==> src/rtl/ptb_consts.vh <==
// constants for the pwm timebase block: register map, fields, resets, timing
//
// Contract
// Period is (period match plus one) times four clocks times the prescale factor.
// At count equal to period match: clear counter next tick, copy duty into shadow.
// At that boundary the pin goes high, unless the duty is zero.
// Postscaler affects only the update pulse, never the pwm frequency.
// Duty is ten bits: duty MSB register above control bits 5:4.
// High time is duty times one clock times the prescale factor.
// Duty writes accepted anytime, effective only after the next period match.
// In pwm mode the shadow register is read only.
// Shadow plus hidden two-bit latch double-buffer the duty, no glitches.
// Pin cleared when buffered duty equals counter with two-bit sub-count.
// Duty beyond the period never clears the pin: output stays high.
// Prescale factors one, four and sixteen, chosen in timebase control.
// Auto-shutdown exists on the first unit only.
// Software sets period, duty, direction, prescale and run, then pwm mode.
// Software clears the pin direction bit so the waveform reaches the pin.
// Enhanced output, shutdown and delay fields unimplemented read as zero.
// Mode select upper two bits both one selects pwm mode.
// Mode select all zeros turns the unit off and resets its state.
// Clearing second unit control forces its output latch low.
// Counter increments once per prescaled four-clock cycle while run is set.
`ifndef PTB_CONSTS_VH
`define PTB_CONSTS_VH

// byte offsets on the bus
`define PTB_OFF_COUNT    8'h00
`define PTB_OFF_PERIOD   8'h04
`define PTB_OFF_TBCTL    8'h08
`define PTB_OFF_U1DUTY   8'h0c
`define PTB_OFF_U1SHADOW 8'h10
`define PTB_OFF_U1CTL    8'h14
`define PTB_OFF_U2DUTY   8'h18
`define PTB_OFF_U2SHADOW 8'h1c
`define PTB_OFF_U2CTL    8'h20
`define PTB_OFF_SHDNCTL  8'h24
`define PTB_OFF_DELAY    8'h28
`define PTB_OFF_PINDIR   8'h2c

// timebase control fields
`define PTB_TB_PRESC_LSB 0
`define PTB_TB_RUN_BIT   2
`define PTB_TB_POST_LSB  3

// unit control fields
`define PTB_UC_DUTYLSB_LSB 4
`define PTB_UC_MODE_PWM    2'b11
`define PTB_UC_MODE_OFF    4'h0

// shutdown control fields
`define PTB_SD_STAT_BIT 7
`define PTB_SD_SRC_LSB  4
`define PTB_SD_STATE_LSB 2
`define PTB_DL_RESTART_BIT 7

// reset values
`define PTB_RST_PERIOD 8'hff
`define PTB_RST_PINDIR 2'b11

// one instruction cycle in clocks, and prescaler terminal counts
`define PTB_INSTR_CLKS 4
`define PTB_PRE1_LAST  6'h03
`define PTB_PRE4_LAST  6'h0f
`define PTB_PRE16_LAST 6'h3f

`endif

==> src/rtl/ptb_pwm_timebase.v <==
// pwm timebase with two single-output pwm units behind an ahb-lite slave
`include "ptb_consts.vh"

////////////////////////////////////////////////////////////////////////////////
// one pwm unit: duty registers, double buffer and output latch
module ptb_unit (
	input  wire       mclk,
	input  wire       rst,
	input  wire       boundary,
	input  wire [9:0] fine_cnt,
	input  wire       wr_duty,
	input  wire       wr_ctl,
	input  wire       wr_shadow,
	input  wire [7:0] wdata,
	output reg  [7:0] duty_reg,
	output reg  [5:0] ctl_reg,
	output reg  [7:0] shadow_reg,
	output reg        level_reg,
	output wire       pwm_mode
);

	reg  [1:0] lsb_latch_reg;
	reg        bnd_q;
	wire       unit_off;
	wire [9:0] duty_now;
	wire [9:0] duty_buf;

	// mode decode and duty composition
	assign pwm_mode = (ctl_reg[3:2] == `PTB_UC_MODE_PWM);
	assign unit_off = (ctl_reg[3:0] == `PTB_UC_MODE_OFF);
	assign duty_now = {duty_reg, ctl_reg[5:4]};
	assign duty_buf = {shadow_reg, lsb_latch_reg};

	// register writes, buffering at the boundary and pin latch
	// the latch rises one clock after the boundary, in the first clock of
	// fine count zero, and falls at the end of the first clock of fine count
	// equal to the duty; so the high time is exactly duty fine steps long and
	// a duty of one step short of the period still leaves one low fine step, prescale factor clocks long
	always @(posedge mclk) begin
		if (rst) begin
			duty_reg      <= 8'h00;
			ctl_reg       <= 6'h00;
			shadow_reg    <= 8'h00;
			lsb_latch_reg <= 2'h0;
			level_reg     <= 1'b0;
			bnd_q         <= 1'b0;
		end else begin
			bnd_q <= boundary;
			if (wr_duty) begin
				duty_reg <= wdata;
			end
			if (wr_ctl) begin
				ctl_reg <= wdata[5:0];
			end
			if (unit_off) begin
				// off clears the buffer and forces the latch low
				shadow_reg    <= 8'h00;
				lsb_latch_reg <= 2'h0;
				level_reg     <= 1'b0;
			end else if (pwm_mode) begin
				if (boundary) begin
					shadow_reg    <= duty_now[9:2];
					lsb_latch_reg <= duty_now[1:0];
				end
				if (bnd_q) begin
					// period start: raise unless the latched duty is zero
					level_reg <= (duty_buf != 10'h000);
				end else if (fine_cnt == duty_buf) begin
					// a duty past the period never matches here
					level_reg <= 1'b0;
				end
			end else begin
				// shadow is writable outside pwm and off modes only
				level_reg <= 1'b0;
				if (wr_shadow) begin
					shadow_reg <= wdata;
				end
			end
		end
	end

endmodule

////////////////////////////////////////////////////////////////////////////////
// top: shared timebase, bus slave, shutdown and pins
module ptb_pwm_timebase (
	input  wire        mclk,
	input  wire        rst,
	input  wire        hsel,
	input  wire [31:0] haddr,
	input  wire [1:0]  htrans,
	input  wire        hwrite,
	input  wire [2:0]  hsize,
	input  wire [31:0] hwdata,
	input  wire        hready,
	output wire        hreadyout,
	output wire        hresp,
	output reg  [31:0] hrdata,
	input  wire        shutdown_req,
	output reg         pwm1_out,
	output reg         pwm1_oe,
	output reg         pwm2_out,
	output reg         pwm2_oe,
	output reg         update_pulse
);

	// timebase state
	reg  [7:0] count_reg;
	reg  [7:0] period_reg;
	reg  [6:0] tbctl_reg;
	reg  [5:0] pre_reg;
	reg  [3:0] post_reg;
	reg  [5:0] pre_last;
	reg  [1:0] sub_cnt;

	// enhanced leftovers and pin direction
	reg  [5:0] sdctl_reg;
	reg        shdn_stat_reg;
	reg        restart_reg;
	reg  [1:0] pindir_reg;

	// bus state
	reg  [7:0] addr_q;
	reg        wr_q;
	reg        rd_q;
	reg  [7:0] rmux;

	wire       run;
	wire       tick;
	wire       boundary;
	wire [9:0] fine_cnt;
	wire       accept;
	wire [7:0] wdata;
	wire       shdn_event;

	wire [7:0] u1_duty;
	wire [5:0] u1_ctl;
	wire [7:0] u1_shadow;
	wire       u1_level;
	wire       u1_pwm;
	wire [7:0] u2_duty;
	wire [5:0] u2_ctl;
	wire [7:0] u2_shadow;
	wire       u2_level;
	wire       u2_pwm;

	////////////////////////////////////////////////////////////////////////
	// prescaler and fine count

	// terminal count of the clock prescaler per selected factor
	always @* begin
		case (tbctl_reg[1:0])
			2'b00:   pre_last = `PTB_PRE1_LAST;
			2'b01:   pre_last = `PTB_PRE4_LAST;
			default: pre_last = `PTB_PRE16_LAST;
		endcase
	end

	// two-bit sub-count: the quarter-cycle phase or two prescaler bits
	always @* begin
		case (tbctl_reg[1:0])
			2'b00:   sub_cnt = pre_reg[1:0];
			2'b01:   sub_cnt = pre_reg[3:2];
			default: sub_cnt = pre_reg[5:4];
		endcase
	end

	assign run      = tbctl_reg[`PTB_TB_RUN_BIT];
	assign tick     = run && (pre_reg == pre_last);
	assign boundary = tick && (count_reg == period_reg);
	assign fine_cnt = {count_reg, sub_cnt};

	////////////////////////////////////////////////////////////////////////
	// bus slave: writes have no wait state, reads have one
	// the address phase is captured into flops; the data phase then either
	// writes the selected register at its end or, for a read, spends one
	// wait cycle loading hrdata from the read mux, so hrdata is a clean flop

	assign accept    = hsel && hready && htrans[1];
	assign hreadyout = ~rd_q;
	assign hresp     = 1'b0;
	assign wdata     = hwdata[7:0];

	// address phase capture
	always @(posedge mclk) begin
		if (rst) begin
			addr_q <= 8'h00;
			wr_q   <= 1'b0;
			rd_q   <= 1'b0;
		end else begin
			wr_q <= accept && hwrite;
			rd_q <= accept && !hwrite;
			if (accept) begin
				addr_q <= haddr[7:0];
			end
		end
	end

	// read mux, unimplemented enhanced bits read as zero
	always @* begin
		case (addr_q)
			`PTB_OFF_COUNT:    rmux = count_reg;
			`PTB_OFF_PERIOD:   rmux = period_reg;
			`PTB_OFF_TBCTL:    rmux = {1'b0, tbctl_reg};
			`PTB_OFF_U1DUTY:   rmux = u1_duty;
			`PTB_OFF_U1SHADOW: rmux = u1_shadow;
			`PTB_OFF_U1CTL:    rmux = {2'b00, u1_ctl};
			`PTB_OFF_U2DUTY:   rmux = u2_duty;
			`PTB_OFF_U2SHADOW: rmux = u2_shadow;
			`PTB_OFF_U2CTL:    rmux = {2'b00, u2_ctl};
			`PTB_OFF_SHDNCTL:  rmux = {shdn_stat_reg, sdctl_reg[5:1], 2'b00};
			`PTB_OFF_DELAY:    rmux = {restart_reg, 7'h00};
			`PTB_OFF_PINDIR:   rmux = {6'h00, pindir_reg};
			default:           rmux = 8'h00;
		endcase
	end

	// read data loaded in the wait cycle
	always @(posedge mclk) begin
		if (rst) begin
			hrdata <= 32'h0000_0000;
		end else if (rd_q) begin
			hrdata <= {24'h00_0000, rmux};
		end
	end

	////////////////////////////////////////////////////////////////////////
	// timebase counter, prescaler and postscaler
	// the prescaler counts clocks up to the terminal count of the selected
	// factor; each wrap is one tick of the counter, and a tick with the count
	// at the period match is the period boundary shared by both units

	always @(posedge mclk) begin
		if (rst) begin
			count_reg    <= 8'h00;
			period_reg   <= `PTB_RST_PERIOD;
			tbctl_reg    <= 7'h00;
			pre_reg      <= 6'h00;
			post_reg     <= 4'h0;
			update_pulse <= 1'b0;
		end else begin
			update_pulse <= 1'b0;
			if (wr_q && addr_q == `PTB_OFF_PERIOD) begin
				period_reg <= wdata;
			end
			if (wr_q && addr_q == `PTB_OFF_TBCTL) begin
				tbctl_reg <= wdata[6:0];
			end
			if (wr_q && addr_q == `PTB_OFF_COUNT) begin
				// a count write restarts the prescaler too
				count_reg <= wdata;
				pre_reg   <= 6'h00;
			end else if (run) begin
				if (tick) begin
					pre_reg <= 6'h00;
					if (boundary) begin
						count_reg <= 8'h00;
					end else begin
						count_reg <= count_reg + 8'h01;
					end
				end else begin
					pre_reg <= pre_reg + 6'h01;
				end
			end
			// postscaler only paces the update pulse
			if (boundary) begin
				if (post_reg == tbctl_reg[6:3]) begin
					post_reg     <= 4'h0;
					update_pulse <= 1'b1;
				end else begin
					post_reg <= post_reg + 4'h1;
				end
			end
		end
	end

	////////////////////////////////////////////////////////////////////////
	// the two pwm units

	ptb_unit u_unit1 (
		.mclk       (mclk),
		.rst        (rst),
		.boundary   (boundary),
		.fine_cnt   (fine_cnt),
		.wr_duty    (wr_q && addr_q == `PTB_OFF_U1DUTY),
		.wr_ctl     (wr_q && addr_q == `PTB_OFF_U1CTL),
		.wr_shadow  (wr_q && addr_q == `PTB_OFF_U1SHADOW),
		.wdata      (wdata),
		.duty_reg   (u1_duty),
		.ctl_reg    (u1_ctl),
		.shadow_reg (u1_shadow),
		.level_reg  (u1_level),
		.pwm_mode   (u1_pwm)
	);

	ptb_unit u_unit2 (
		.mclk       (mclk),
		.rst        (rst),
		.boundary   (boundary),
		.fine_cnt   (fine_cnt),
		.wr_duty    (wr_q && addr_q == `PTB_OFF_U2DUTY),
		.wr_ctl     (wr_q && addr_q == `PTB_OFF_U2CTL),
		.wr_shadow  (wr_q && addr_q == `PTB_OFF_U2SHADOW),
		.wdata      (wdata),
		.duty_reg   (u2_duty),
		.ctl_reg    (u2_ctl),
		.shadow_reg (u2_shadow),
		.level_reg  (u2_level),
		.pwm_mode   (u2_pwm)
	);

	////////////////////////////////////////////////////////////////////////
	// auto-shutdown of the first unit

	// shutdown control layout in sdctl_reg: 5:3 source enables,
	// 2:1 shutdown pin state, 0 unused and always zero
	// any enabled source plus the request trips the shutdown
	assign shdn_event = (sdctl_reg[5:3] != 3'h0) && shutdown_req;

	// status set by the event wins over a software clear
	always @(posedge mclk) begin
		if (rst) begin
			sdctl_reg     <= 6'h00;
			shdn_stat_reg <= 1'b0;
			restart_reg   <= 1'b0;
			pindir_reg    <= `PTB_RST_PINDIR;
		end else begin
			if (wr_q && addr_q == `PTB_OFF_SHDNCTL) begin
				sdctl_reg <= {wdata[6:2], 1'b0};
			end
			if (wr_q && addr_q == `PTB_OFF_DELAY) begin
				restart_reg <= wdata[`PTB_DL_RESTART_BIT];
			end
			if (wr_q && addr_q == `PTB_OFF_PINDIR) begin
				pindir_reg <= wdata[1:0];
			end
			if (shdn_event) begin
				shdn_stat_reg <= 1'b1;
			end else if (restart_reg && boundary) begin
				// automatic restart at the next period boundary
				shdn_stat_reg <= 1'b0;
			end else if (wr_q && addr_q == `PTB_OFF_SHDNCTL) begin
				shdn_stat_reg <= wdata[`PTB_SD_STAT_BIT];
			end
		end
	end

	////////////////////////////////////////////////////////////////////////
	// pin drivers: direction bit low enables the driver
	// both pins are registered once more so that the pads see flop outputs;
	// this adds one clock of latency but keeps high time and period intact

	always @(posedge mclk) begin
		if (rst) begin
			pwm1_out <= 1'b0;
			pwm1_oe  <= 1'b0;
			pwm2_out <= 1'b0;
			pwm2_oe  <= 1'b0;
		end else begin
			pwm2_out <= u2_level;
			pwm2_oe  <= ~pindir_reg[1];
			if (shdn_stat_reg && u1_pwm) begin
				// shutdown state: 00 low, 01 high, 1x released
				pwm1_out <= sdctl_reg[1] && !sdctl_reg[2];
				pwm1_oe  <= ~pindir_reg[0] && !sdctl_reg[2];
			end else begin
				pwm1_out <= u1_level;
				pwm1_oe  <= ~pindir_reg[0];
			end
		end
	end

endmodule

==> config.mk <==
export PLATFORM = sky130hd
export DESIGN_NAME = ptb_pwm_timebase
export DESIGN_NICKNAME = d
export VERILOG_FILES = /design/src/rtl/ptb_pwm_timebase.v
export VERILOG_INCLUDE_DIRS = /design/src /design/src/rtl
export SDC_FILE = /design/constraint.sdc
export NUM_CORES = 1
export LEC_CHECK = 0
export ABC_AREA = 1
export BUFFER_PORTS_ARGS = -buffer_cell sky130_fd_sc_hd__buf_4
export CORE_ASPECT_RATIO = 1.1
export CORE_MARGIN = 2
export CORE_UTILIZATION = 50
export DETAILED_ROUTE_END_ITERATION = 7
export PLACE_DENSITY_LB_ADDON = 0.25
export SLEW_MARGIN = 10
export SYNTH_ARGS = -nofsm -noshare
export SYNTH_HDL_FRONTEND = slang
export SYNTH_SLANG_ARGS = --single-unit
export TNS_END_PERCENT = 10
==> constraint.sdc <==
create_clock -name mclk -period 1.65 [get_ports mclk]
set_clock_uncertainty 0.1 [all_clocks]
set_input_delay 0.165 -clock mclk [delete_from_list [all_inputs] [get_ports mclk]]
set_output_delay 0.165 -clock mclk [all_outputs]
set_load 0.02 [all_outputs]
==> results of run 1 <==
==> cells in the final DEF (no fill, tap or decap), types with 3 or more instances in the layout <==
| master | n |
|---|---|
| a21oi_1 | 90 |
| buf_12 | 7 |
| buf_4 | 114 |
| buf_6 | 4 |
| clkbuf_16 | 17 |
| clkbuf_8 | 4 |
| clkinv_1 | 3 |
| clkinv_2 | 3 |
| clkinv_4 | 3 |
| clkinvlp_4 | 6 |
| conb_1 | 25 |
| dfxtp_1 | 100 |
| dfxtp_2 | 15 |
| dlygate4sd3_1 | 19 |
| inv_1 | 99 |
| inv_2 | 4 |
| nand2_1 | 212 |
| nand2_2 | 7 |
| nand2_4 | 6 |
| nand3_1 | 85 |
| nand3_2 | 9 |
| nand3_4 | 8 |
| nand4_1 | 10 |
| nor2_1 | 67 |
| nor2_2 | 15 |
| nor2_4 | 9 |
| nor3_1 | 10 |
| nor4_1 | 4 |
| o211ai_1 | 10 |
| o21ai_0 | 66 |
| o22ai_1 | 5 |
| xnor2_1 | 3 |
| xor2_1 | 34 |
==> power groups by stage <==
| stage | registers (uW) | clock network (uW) | logic, uW |
|---|---|---|---|
| 2_1_floorplan | 2890 | 0 | 310 |
| 3_3_place_gp | 2890 | 0 | 480 |
| 3_5_place_dp | 2890 | 0 | 482 |
| 4_1_cts | 2830 | 3460 | 527 |
| 5_1_grt | 2840 | 3580 | 613 |
| 6_report | 2840 | 3430 | 578 |
==> layout make-up <==
cell class	count	area [sq um]
clock inverter	10	76.3
clock buffer	22	484
fill	1079	4160
inverter	109	414
sequential	116	2340
timing repair buffer	144	1230
multi-input combinational	693	3630
tap	157	196
==> through the flow <==
step	utilization [%]	total power, uW
after global routing	66.9	7030
after CTS	65.5	6820
after global placement	57.8	3370
final	66.9	6850
after floorplan	-	3200
after detailed placement	57.8	3370
==> worst min path at each step <==
stage                          endpoint  cells after the start  slack (ns)
detailed placement                 rd_q                      2        0.28
global route        u_unit1.duty_reg[7]                      3        0.04
floorplan                          rd_q                      1        0.14
CTS                         restart_reg                      3       0.007
global placement                   rd_q                      2        0.28
finish                      restart_reg                      3        0.04
==> kinds of logic (layout without fill, tap and decap cells) <==
kind of cell	after synthesis	in the layout	synth area share [%]
XOR/XNOR	37	37	5.07
flip-flops	116	116	36.3
other	1	25	0.0587
buffers and inverters	173	285	12.3
adder cells (fa/ha/maj)	3	3	0.588
AO/OA/AOI/OAI	179	179	14.8
AND/OR/NAND/NOR	448	449	30.8
==> synth_stat cells <==
cell      instances
nand2_2           6
o22ai_1           5
o31ai_1           1
nand2_1         218
nand3_4           1
buf_4            28
nor3b_1           2
nand2_4           1
nor3_1           12
o21ai_0          69
nor3_4            1
buf_2            13
dfxtp_1         116
conb_1            1
ha_1              3
buf_1             1
nand3_2           3
nor4_1            4
a41oi_2           1
clkbuf_1         20
nand3_1          97
or2_2             1
clkinv_1          6
buf_6             2
inv_1           103
xor2_1           34
a21boi_0          2
nor2_2            2
a21oi_1          91
nor2_4            4
o211ai_1         10
nand3b_1          1
nor2_1           85
xnor2_1           3
nand4_1          10
==> worst register-to-register path: cells and delay by family, from the launching register on <==
kind	cells	cell delay [ns]
simple gates	9	0.88
flops	1	0.35
fa+ha+maj	1	0.15
buf+inv	2	0.20
==> repair_timing <==
action,CTS,global route
endpoints found under the hold margin,33,0
gates resized for setup,40,51
setup buffers,5,3
hold buffers,19,0
cloned,1,0
setup endpoints to repair,78,98
pin swaps,6,10
==> layer usage <==
metal  global-route usage [%]  share of wire [%]
met3                     6.62                8.6
met2                     48.8                 47
met4                     15.7                4.8
met1                     37.2                 40
met5                        0                  0
==> summary.txt, run 1 <==
Logic synthesis
  – Synth cell types: 35
  – Mean Syn Cell Area: 6.68 sq um
  – Synth top area share: 36.3%
  – Sequential fraction of the synthesis area: 36.3%
  – Netlist Area Pre-Place: 0.00639 sq mm
  – Synth area leader: dfxtp_1
  – Synthesis Warnings: 0
  – Yosys reg bits: 116
  – Synth top area cells: dfxtp_1 36%, nand2_1 13%, nand3_1 7.6%
  – Cells after Synth: 957

Worst setup path
  – Worst-path fanout max: 8
  – CP most frequent cell: nand2_4
  – Worst setup path startpoint: pre_reg[0]
  – Crit path cell chain: ha_4, nand2_4, inv_4, nand2_4, nor2_4, nand2_4, nor2_4, buf_12, nand3_4, nand3_2, nand2_1, nor2_1
  – CP Class: flop to flop
  – Req. time, crit path: 1.91 ns
  – R2R cell count: 12
  – Buf/Inv on CP: 2
  – Setup crit end kind: flop
  – Data arrival time of the worst path: 1.98 ns
  – Worst-path cell with the longest stage delay: dfxtp_2
  – Worst setup path endpoint: u_unit2.shadow_reg[4]
  – CP top delay family: simple AND/OR/NAND/NOR gates
  – Reg2reg setup slack: -0.07 ns
  – CP startpoint kind: flop
  – Worst R2R End: u_unit2.shadow_reg[4]
  – Crit Reg-Reg Startpoint: pre_reg[0]
  – Largest stage delay, worst path: 0.35 ns
  – Levels on crit path: 12

CTS
  – Worst-Skew Late Latency: 0.42 ns
  – Clock tree from TritonCTS: built
  – CTS root buffer: clkbuf_16
  – Worst-path clk slew: 0.06 ns
  – CTS Buf Count: 17
  – Clk buf depth: 2
  – H-tree Lvls: 4
  – CTS sink count: 116

Power and ir drop
  – Power density cells: 817 mW/mm^2
  – P_sw: 1740 uW
  – Comb pwr share: 8.4%
  – Int Pwr: 5100 uW
  – VDD IR max: 630 uV
  – Leakage Power: 0.00397 uW
  – Sequential Power Share: 41.4%
  – Clock share of power: 50.1%
  – Sw frac: 25.5%

Finish
  – NumNets Final: 1159
  – Layout cells sized above 1: 22.0%
  – Final std cells w/o fill: 1251
  – ANT cells: 0
  – Post-route cell area: 0.00838 sq mm
  – Synth-to-Final Area Change: 31.2%

STA
  – Peak Freq: 0.583 GHz
  – Period utilization: 104%
  – Fin Hold WS: 0.0384 ns
  – Worst slew pin tran: 0.676 ns
  – Min Tclk post-route: 1.72 ns
  – Fin. Hold Viols: 0
  – Worst rel slew slack: 54.8%
  – Final setup violating endpoints: 25
  – Fin. max-slew vios: 0
  – Setup TNS: -0.591 ns
  – Unrepaired setup endpoints after global routing: yes
  – Setup ws final: -0.0661 ns

Detailed routing
  – Avg Vias per Cell: 5.43
  – Residual DRC count: 0
  – WL per Instance: 16.4 um
  – Vias after detailed routing: 6798
  – DR iter-0 viols: 584
  – 1st-pass router iterations: 7
  – WL final: 20.6 mm
  – Post-route ant nets: 0

Status
  – Status: complete, but fails checks
  – Violated checks: negative setup slack

Global route
  – First-pass GRT wire length: 31.6 mm
  – Pin count of the biggest net entering global routing: 43
  – Initial antenna violation count: 0
  – Total global routing overflow: 0
  – Vias in the first global route: 6065
  – GRT Util Overall: 29.9%

Floorplan
  – Row count: 43
  – Starting Density: 51.0%
  – Core area: 0.0125 sq mm
  – Chip Height: 123 um
  – Die width: 112 um
  – Die area: 0.0137 sq mm
  – # IOs: 114

Place
  – HPWL Detailed: 14.2 mm
  – PortBufs: 36
  – Gpl congestion: 0.982
  – DP Area: 0.00724 sq mm
  – Inst Count DP: 1191
  – DP Worst Slack: -0.152 ns

Worst hold path
  – Hold Path Class: input port to flop
  – Hold Startpoint: hwdata[7]

Flow run
  – Max-cap violations: 0
No activity file was read; power rests on OpenSTA's default activity.
==> run 2, diff against run 1 <==
CELL_PAD_IN_SITES_DETAIL_PLACEMENT = 0   (was default)
CELL_PAD_IN_SITES_GLOBAL_PLACEMENT = 1   (was default)
CORE_UTILIZATION = 36   (was 50)
==> run 2 against run 1 <==
  * The run still ends with negative setup slack left
  * Non-clock buffer count is 31 higher
  * Setup slack hardly changed
  * Worst hold slack better by 0.26 ns
  * Clock-buffer cell count stayed put
  * Die area is 37% higher
  * Sequential power hardly changed
  * Flip-flop and latch count stayed put
  * Largest cell class unchanged
==> summary.txt, run 2 (synthesis results as in run 1) <==
Worst hold path
  – Hold Path Class: input port to flop

STA
  – Period utilization: 104% (about the same)
  – Peak Freq: 0.583 GHz (about the same)
  – Setup ws final: -0.0656 ns (+0.000466 ns)
  – Worst slew pin tran: 0.775 ns (+0.0991 ns)
  – Setup TNS: -0.576 ns (+0.0147 ns)
  – Min Tclk post-route: 1.72 ns (-0.000466 ns)
  – Final setup violating endpoints: 21 (-16%)
  – Worst rel slew slack: 48.2% (-6.6 points)
  – Unrepaired setup endpoints after global routing: yes
  – Fin. Hold Viols: 0 (unchanged)
  – Fin. max-slew vios: 0 (unchanged)

CTS
  – CTS Buf Count: 17 (unchanged)
  – CTS sink count: 116 (unchanged)
  – Clock tree from TritonCTS: built
  – Worst-Skew Late Latency: 0.42 ns (about the same)
  – CTS root buffer: clkbuf_16
  – H-tree Lvls: 4 (unchanged)
  – Clk buf depth: 2 (unchanged)
  – Worst-path clk slew: 0.05 ns (about the same)

Status
  – Status: complete, but fails checks
  – Violated checks: negative setup slack

Power and ir drop
  – Sw frac: 23.9% (-1.5 points)
  – P_sw: 1730 uW (-0.59%)
  – Int Pwr: 5510 uW (+7.9%)
  – Leakage Power: 0.00414 uW (+4.4%)
  – Clock share of power: 52.8% (+2.7 points)
  – Power density cells: 815 mW/mm^2 (-0.22%)
  – VDD IR max: 586 uV (-7.0%)
  – Sequential Power Share: 39.1% (-2.3 points)
  – Comb pwr share: 8.1% (-0.3 points)

Floorplan
  – Die area: 0.0188 sq mm (+37%)
  – Core area: 0.0175 sq mm (+40%)
  – Starting Density: 36.4% (-15 points)
  – Chip Height: 144 um (+17%)
  – # IOs: 114 (unchanged)
  – Row count: 51 (+19%)
  – Die width: 131 um (+17%)

Worst setup path
  – Reg2reg setup slack: -0.07 ns (about the same)
  – Crit Reg-Reg Startpoint: pre_reg[1]
  – Worst setup path startpoint: pre_reg[1]
  – Setup crit end kind: flop
  – Worst R2R End: post_reg[3]
  – CP Class: flop to flop
  – Worst-path fanout max: 6 (-2)
  – R2R cell count: 11 (-1)
  – Worst setup path endpoint: post_reg[3]
  – Data arrival time of the worst path: 1.97 ns (about the same)
  – Req. time, crit path: 1.90 ns (about the same)
  – CP startpoint kind: flop

Global route
  – GRT Util Overall: 24.7% (-5.2 points)
  – Initial antenna violation count: 0 (unchanged)
  – Total global routing overflow: 0 (unchanged)
  – Vias in the first global route: 6308 (+4.0%)
  – First-pass GRT wire length: 34.8 mm (+10%)
  – Pin count of the biggest net entering global routing: 64 (+49%)

Finish
  – Most common cell after layout, fill and taps aside: nand2_1
  – NumNets Final: 1191 (+2.8%)
  – Layout filler cell count: 1769 (+64%)
  – Commonest cells after routing, fill and taps aside: 202 x nand2_1, 139 x buf_4, 97 x inv_1
  – Multi-input gate area: 0.00371 sq mm (+2.1%)
  – Reg area: 0.00235 sq mm (+0.43%)
  – Synth-to-Final Area Change: 39.0%
  – ANT cells: 0 (unchanged)
  – Layout cells sized above 1: 26.8% (+4.8 points)
  – Final Util: 50.6% (-16 points)

Place
  – HPWL Detailed: 16.3 mm (+15%)
  – DP Worst Slack: -0.213 ns (-0.0609 ns)
  – Gpl congestion: 0.943 (-3.9%)
  – PortBufs: 36 (unchanged)

Detailed routing
  – WL per Instance: 16.3 um (-0.91%)
  – Avg Vias per Cell: 4.86 (-11%)
  – Vias after detailed routing: 6618 (-2.6%)
  – 1st-pass router iterations: 5 (-2)
  – DR iter-0 viols: 455 (-22%)
  – Residual DRC count: 0 (unchanged)
  – WL final: 22.2 mm (+8.0%)
  – Post-route ant nets: 0 (unchanged)

Flow run
  – Max-cap violations: 0 (unchanged)
## run 2: area by class of cell
class	instances	area share, %
inverter	109	4.65
clock inverter	9	1.44
timing repair buffer	175	16.9
clock buffer	22	5.34
multi-input combinational	694	41.8
tap	238	3.35
sequential	116	26.5
## run 2: worst min path at each step
stage | from | to | cells past startpoint
final | htrans[1] | wr_q | 3
after global routing | u_unit2.level_reg | pwm2_out | 2
after CTS | hready | wr_q | 3
after detailed placement | u_unit2.level_reg | pwm2_out | 2
after global placement | u_unit2.level_reg | pwm2_out | 2
after floorplan | hwrite | rd_q | 1
## run 2: power groups by stage
| stage | registers, uW | logic [uW] | clock network (uW) |
|---|---|---|---|
| after global routing | 2830 | 636 | 4010 |
| after floorplan | 2890 | 310 | 0 |
| after detailed placement | 2890 | 498 | 0 |
| after global placement | 2890 | 498 | 0 |
| final | 2830 | 590 | 3820 |
| after CTS | 2830 | 557 | 3880 |
## run 2: layer usage
metal	GRT usage [%]	wire length (um)	vias to the layer above
met5	0	0	-
met4	11.5	912	0
met3	4.43	937	47
met2	39.5	10500	160
met1	32.3	9860	3045
li1	-	-	3366
## run 2: worst max-delay path: stages (launching register included)
cell and delay (ns):
dfxtp_2 0.35, ha_4 0.14, nand2_4 0.05, clkinv_2 0.04, nand2_2 0.05, nor2_4 0.10, nand2_4 0.09, buf_4 0.15
nor2_4 0.23, buf_6 0.15, nand3b_1 0.08, a21oi_2 0.11
## run 2: what timing repair did
item,CTS,global route
cloned,2,0
endpoints found under the hold margin,34,0
pin swaps,13,24
endpoints found under the setup margin,78,98
hold buffers,19,0
buffers inserted,6,6
resized for setup,66,62
## run 2: per-stage QoR
| stage | std cells | instance area [sq um] | hold WS, ns | power (uW) |
|---|---|---|---|---|
| 6_report | 1363 | 8880 | 0.295 | 7240 |
| 5_1_grt | 1363 | 8880 | 0.360 | 7480 |
| 4_1_cts | 1357 | 8650 | 0.274 | 7270 |
| 3_5_place_dp | 1299 | 7570 | 0.324 | 3390 |
| 3_3_place_gp | 1299 | 7570 | 0.317 | 3390 |
| 2_1_floorplan | 981 | 6480 | 0.142 | 3200 |
